--- config.mk ---
export PLATFORM = sky130hd
export DESIGN_NAME = ipsel_top
export DESIGN_NICKNAME = d
export VERILOG_FILES = /design/src/ipsel_top.v
export VERILOG_INCLUDE_DIRS = /design/src
export SDC_FILE = /design/constraint.sdc
export NUM_CORES = 1
export LEC_CHECK = 0
export BUFFER_PORTS_ARGS = -buffer_cell sky130_fd_sc_hd__buf_4
export CAP_MARGIN = 20
export CORE_ASPECT_RATIO = 1.2
export CORE_MARGIN = 2
export CORE_UTILIZATION = 37
export CTS_CLUSTER_SIZE = 8
export DETAILED_ROUTE_END_ITERATION = 6
export GPL_TIMING_DRIVEN = 0
export PLACE_DENSITY = 0.83
export SLEW_MARGIN = 20
export SYNTH_ARGS = -nofsm -noshare
export SYNTH_HDL_FRONTEND = slang
export SYNTH_SLANG_ARGS = --single-unit
export TNS_END_PERCENT = 20
--- constraint.sdc ---
create_clock -name sys_clk_i -period 2.7 [get_ports sys_clk_i]
set_input_delay 0.135 -clock sys_clk_i [delete_from_list [all_inputs] [get_ports sys_clk_i]]
set_output_delay 0.135 -clock sys_clk_i [all_outputs]
set_load 0.1 [all_outputs]
--- src/ipsel_regs.vh ---
`ifndef IPSEL_REGS_VH
`define IPSEL_REGS_VH
`define IPSEL_ADDR 8'hB8
`define IPSEL_PAGE 8'h00
`define IPSEL_RESET 8'h80
`define IPSEL_WMASK 8'h7F
`define IPSEL_RD_IDLE 8'h00
`define IPSEL_NO_BITS 7'h00
`define IPSEL_ONE_BIT 7'h01
`define IPSEL_BIT_UNUSED 3'h7
`define IPSEL_BIT_SPI 3'h6
`define IPSEL_BIT_T2 3'h5
`define IPSEL_BIT_UART 3'h4
`define IPSEL_BIT_T1 3'h3
`define IPSEL_BIT_EX1 3'h2
`define IPSEL_BIT_T0 3'h1
`define IPSEL_BIT_EX0 3'h0
`define IPSEL_NSRC 4'h7
`endif

--- src/ipsel_top.v ---
`timescale 1ns/1ps
`default_nettype none
`include "ipsel_regs.vh"
module ipsel_top (
   // clock and reset
   input wire sys_clk_i,
   input wire resetn_i,
   // special-function register access from the core
   input wire [7:0] sfr_addr_i,
   input wire [7:0] sfr_page_i,
   input wire sfr_wr_i,
   input wire [7:0] sfr_wdata_i,
   input wire sfr_bit_wr_i,
   input wire [2:0] sfr_bit_sel_i,
   input wire sfr_bit_val_i,
   output wire [7:0] sfr_rdata_o,
   output wire sfr_hit_o,
   // sources: pending flags and enables, bit order as the priority register
   input wire [6:0] src_pending_i,
   input wire [6:0] src_enable_i,
   input wire global_enable_i,
   // service state from the sequencer
   input wire in_low_service_i,
   input wire in_high_service_i,
   // per-source level and gated requests
   output wire [6:0] src_priority_o,
   output wire [6:0] high_req_o,
   output wire [6:0] low_req_o,
   output wire irq_take_o,
   output wire irq_high_o
);

   // stored levels; bit 7 has no flip-flop and reads as a fixed one
   reg [6:0] prio_q;
   reg [6:0] prio_d;

   // access decode
   wire sel;

   // write strobes, already qualified by the decode
   wire wr_byte;
   wire wr_bit;

   // single-bit write helpers
   wire [6:0] bit_mask;
   wire [6:0] bit_fill;

   // enable masking of the pending flags
   wire [6:0] enable_mask;
   wire [6:0] active;

   // requests split by level
   wire [6:0] high_req;
   wire [6:0] low_req;
   wire any_high;
   wire any_low;

   // nesting decision
   wire can_high;
   wire can_low;
   wire take_high;
   wire take_low;

   // per-source levels, named after the sources they steer
   wire serial_port_priority;
   wire timer2_priority;
   wire uart_priority;
   wire timer1_priority;
   wire ext_irq1_priority;
   wire timer0_priority;
   wire ext_irq0_priority;

   // register image constants
   localparam [7:0] RESET_IMAGE = `IPSEL_RESET;
   localparam [7:0] WRITE_MASK = `IPSEL_WMASK;
   localparam [7:0] READ_IDLE = `IPSEL_RD_IDLE;

   // storage view of the image; bit 7 is dropped on purpose
   localparam [6:0] PRIO_RESET = RESET_IMAGE[6:0];
   localparam [6:0] PRIO_WMASK = WRITE_MASK[6:0];
   localparam [0:0] UNUSED_READ = RESET_IMAGE[`IPSEL_BIT_UNUSED];

   // level selectors for the split;
   // one function serves both levels so they cannot drift apart
   localparam [0:0] LEVEL_HIGH = 1'h1;
   localparam [0:0] LEVEL_LOW = 1'h0;

   // access names this register on its own page;
   // other pages reuse the address, so the page must match too
   function ipsel_hit;
      input [7:0] addr;
      input [7:0] page;
      begin
         ipsel_hit = (addr == `IPSEL_ADDR) && (page == `IPSEL_PAGE);
      end
   endfunction

   // one-hot mask for a bit write; the unused bit maps to none,
   // which is how writes to it are dropped
   function [6:0] ipsel_bit_mask;
      input [2:0] bit_sel;
      begin
         if (bit_sel == `IPSEL_BIT_UNUSED) begin
            ipsel_bit_mask = `IPSEL_NO_BITS;
         end else begin
            ipsel_bit_mask = `IPSEL_ONE_BIT << bit_sel;
         end
      end
   endfunction

   // requests of one level: active sources at the asked level
   function [6:0] ipsel_level_req;
      input [6:0] act;
      input [6:0] prio;
      input want_high;
      begin
         if (want_high) begin
            ipsel_level_req = act & prio;
         end else begin
            ipsel_level_req = act & ~prio;
         end
      end
   endfunction

   // any request present in a level vector
   function ipsel_any;
      input [6:0] req;
      begin
         ipsel_any = |req;
      end
   endfunction

   // access decode
   assign sel = ipsel_hit(sfr_addr_i, sfr_page_i);

   // write strobes
   assign wr_byte = sel && sfr_wr_i;
   assign wr_bit = sel && sfr_bit_wr_i;

   // bit write operands
   assign bit_mask = ipsel_bit_mask(sfr_bit_sel_i);
   assign bit_fill = {`IPSEL_NSRC{sfr_bit_val_i}};

   // next value; a byte write wins over a bit write in one cycle
   always @* begin
      prio_d = prio_q;
      if (wr_byte) begin
         prio_d = sfr_wdata_i[6:0] & PRIO_WMASK;
      end else if (wr_bit) begin
         prio_d = (prio_q & ~bit_mask) | (bit_fill & bit_mask);
      end
   end

   // synchronous reset puts every source at the low level
   always @(posedge sys_clk_i) begin
      if (!resetn_i) begin
         prio_q <= PRIO_RESET;
      end else begin
         prio_q <= prio_d;
      end
   end

   // select flag for the core's read mux
   assign sfr_hit_o = sel;

   // combinational read, same cycle as the address;
   // idle zero keeps a wired-or read bus quiet
   assign sfr_rdata_o = sel ? {UNUSED_READ, prio_q} : READ_IDLE;

   // per-source level taps, positions as in the register
   assign serial_port_priority = prio_q[`IPSEL_BIT_SPI];
   assign timer2_priority = prio_q[`IPSEL_BIT_T2];
   assign uart_priority = prio_q[`IPSEL_BIT_UART];
   assign timer1_priority = prio_q[`IPSEL_BIT_T1];
   assign ext_irq1_priority = prio_q[`IPSEL_BIT_EX1];
   assign timer0_priority = prio_q[`IPSEL_BIT_T0];
   assign ext_irq0_priority = prio_q[`IPSEL_BIT_EX0];

   // level bus to the sequencer, highest bit first
   assign src_priority_o = {
      serial_port_priority,
      timer2_priority,
      uart_priority,
      timer1_priority,
      ext_irq1_priority,
      timer0_priority,
      ext_irq0_priority
   };

   // a cleared enable silences a source at any level;
   // the global enable gates all of them at once
   assign enable_mask = src_enable_i & {`IPSEL_NSRC{global_enable_i}};
   assign active = src_pending_i & enable_mask;

   // split by level: clear bit low, set bit high
   assign high_req = ipsel_level_req(active, prio_q, LEVEL_HIGH);
   assign low_req = ipsel_level_req(active, prio_q, LEVEL_LOW);

   // request vectors out to the sequencer
   assign high_req_o = high_req;
   assign low_req_o = low_req;

   // level summaries
   assign any_high = ipsel_any(high_req);
   assign any_low = ipsel_any(low_req);

   // high may interrupt low; nothing interrupts high
   assign can_high = !in_high_service_i;

   // low waits while any service routine runs
   assign can_low = !in_high_service_i && !in_low_service_i;

   // request decisions
   assign take_high = can_high && any_high;
   assign take_low = can_low && any_low;

   // high flag tells the sequencer which level it enters;
   // a take with the flag low is a low-level entry
   assign irq_high_o = take_high;
   assign irq_take_o = take_high || take_low;
endmodule // ipsel_top
`default_nettype wire

==> impl_metrics.env <==
export IMPL_ant_nets=0
export IMPL_maxCapViolCount=0
export IMPL_period_share=0.865
export IMPL_antenna_found_initial=0
export IMPL_io_pins=81
export IMPL_grt_pass1_vias=1034
export IMPL_synth_cells=102
export IMPL_cts_sinks=7
export IMPL_nets=234
export IMPL_p_comb_frac=0.409
export IMPL_path_max_fanout=5
export IMPL_rows=17
export IMPL_ys_types=38
export IMPL_io_buffers=78
export IMPL_relSlewSlack=0.407
export IMPL_antennaDiodeCount=0
export IMPL_finalInstanceArea_sq_um=1430
export IMPL_layout_drive_gt1_share=0.592
export IMPL_clockRootBuffer="clkbuf_4"
export IMPL_synthTopCellsByCount="nor2_1 (17), nand3_1 (10), dfxtp_1 (7), inv_1 (7), a21oi_1 (5)"
export IMPL_ys_seq_elements=7
export IMPL_tritoncts="done"
export IMPL_start_util=0.397
export IMPL_via_per_inst=5.59
export IMPL_grt_pass1_wl_mm=4.39
export IMPL_power_leakage_nw=0.688
export IMPL_die_area_sq_um=2380
export IMPL_cp_end_kind="primary output"
export IMPL_yosysTopAreaCellShare=0.189
export IMPL_worst_setup_path_type="reg2out"
export IMPL_die_h_microns=53.1
export IMPL_seq_area_sq_um=145
export IMPL_ys_async_sr_fraction=0
export IMPL_synth_enable_flop_cells=0
export IMPL_ys_top_cells_by_area="dfxtp_1 (19%), nor2_1 (8.6%), nand3_1 (6.7%)"
export IMPL_finalHoldViolCount=0
export IMPL_vias=1134
export IMPL_fmaxAchievable_mhz=428
export IMPL_die_w_microns=44.9
export IMPL_grt_overflow_total=0
export IMPL_postCtsSetupBuffers=0
export IMPL_synth_avg_cell_area_sq_um=7.29
export IMPL_dpl_instance_area_sq_um=1410
export IMPL_clock_latency_ns=0.26
export IMPL_hold_class="in2reg"
export IMPL_final_setup_viol_count=0
export IMPL_fin_setup_tns_ns=0
export IMPL_cp_start_kind="flip-flop"
export IMPL_clk_pin_slew_ns=0.05
export IMPL_clock_skew_ns=0
export IMPL_critPathArrivalTime_ns=2.20
export IMPL_status="complete, no violations"
export IMPL_powerDensity_nw_per_um2=238
export IMPL_drt_initial_drc_count=19
export IMPL_synth_fp_nets=151
export IMPL_dp_hpwl_mm=2.48
export IMPL_syn_to_final_growth_pct=92.8
export IMPL_switching_share=0.347
export IMPL_synth_warnings=0
export IMPL_seqPwrFrac=0.303
export IMPL_p_clk_frac=0.288
export IMPL_dr_pass1_iters=4
export IMPL_avgRoutedWirePerCell_microns=14.3
export IMPL_clk_path_buf_depth=2
export IMPL_finalMaxSlewViolations=0
export IMPL_worst_ep_required_time_ns=2.57
export IMPL_rsz0062_at_grt="false"
export IMPL_grt_max_degree=12
export IMPL_totalWireLength_mm=2.91
export IMPL_final_util=0.765
export IMPL_period_minus_slack_ns=2.34
export IMPL_routabilityCongestion=0.899
export IMPL_synth_top_area_cell="dfxtp_1"
export IMPL_post_synth_top_count_cell="nor2_1"
export IMPL_p_switching_mw=0.118
export IMPL_multi_input_area_sq_um=579
export IMPL_coreArea_sq_um=1870
export IMPL_worstHoldStart="sfr_wdata_i[0]"
export IMPL_ir_drop_mv=0.169
export IMPL_drc=0
export IMPL_worstMarginPinSlew_ns=0.877
export IMPL_nFillCells=140
export IMPL_cts_made_buffers=3
export IMPL_syn_cell_area_sq_um=743
export IMPL_track_usage=0.251
export IMPL_ys_flop_type="dfxtp_1"
export IMPL_synth_seq_area_share=0.189
export IMPL_cts_resized=0
export IMPL_ctsHtreeMaxLevel=1
export IMPL_p_int_mw=0.223
export IMPL_cts_hold_buffers_added=0
==> placed cells by master (no fill, tap or decap), types with 2 or more instances in the layout <==
cell type   n
nand3_1    10
buf_6       2
buf_4      80
dfxtp_2     4
nand4_1     3
and2_1      4
o31ai_1     2
nor2b_1     2
o41ai_1     2
clkbuf_4    3
nand2_1     2
nor2_4      4
inv_1       7
o2111a_1    3
clkbuf_1    2
a21oi_1     4
and4_2      4
or4_4       3
dfxtp_1     3
o22ai_1     3
a31oi_1     4
nor2_1     12
==> power by group through the flow <==
stage          combinational (mW)  clock, mW  sequential [mW]
4_1_cts                     0.140     0.0991            0.103
5_1_grt                     0.148      0.111            0.103
3_5_place_dp                0.139          0            0.106
6_report                    0.139     0.0982            0.103
2_1_floorplan              0.0676          0            0.106
3_3_place_gp                0.137          0            0.106
==> through the flow <==
| stage | setup slack, ns | hold slack, ns | instances | power, mW |
|---|---|---|---|---|
| floorplan | -0.0671 | 0.257 | 102 | 0.173 |
| global placement | 0.465 | 0.378 | 199 | 0.243 |
| detailed placement | 0.446 | 0.398 | 199 | 0.245 |
| CTS | 0.355 | 0.132 | 203 | 0.342 |
| global route | 0.269 | 0.118 | 203 | 0.362 |
| finish | 0.364 | 0.129 | 203 | 0.341 |
==> worst paths after layout <==
kind	slack [ns]	to	cells after the start
worst min register to register	0.53	flip-flop	2
worst min-delay path	0.13	flip-flop	2
worst max-delay path	0.36	irq_take_o	5
worst max register to register	1.87	flip-flop	3
==> layer usage <==
metal	global-route usage	part of all wire	wire, microns	vias to the layer above
li1	-	-	-	556
met3	0.0239	0.11	323	5
met1	0.266	0.36	1060	498
met4	0.108	0.017	49	0
met5	0	0	0	-
met2	0.486	0.51	1470	75
==> worst max-delay path: stages (launching register included) <==
cell and delay [ns]:
dfxtp_2 0.35, and4_2 0.19, nor4_1 0.30, nor4b_1 0.75, a21oi_4 0.08, buf_4 0.26
==> cell type report <==
type                            count  share of cell area
Multi-Input combinational cell     82               0.404
Timing Repair Buffer               78               0.409
Clock buffer                        4              0.0183
Sequential cell                     7               0.101
Inverter                            8              0.0218
Buffer                              5              0.0288
Tap cell                           19              0.0166
==> logic make-up (layout without fill, tap and decap cells) <==
group / Yosys count / after routing / synth area share
and+or+nand+nor: 55 / 55 / 0.443
AOI/OAI and AO/OA: 27 / 27 / 0.271
buffers and inverters: 13 / 95 / 0.0976
DFF: 7 / 7 / 0.189
Power figures use the tool's default switching activity.
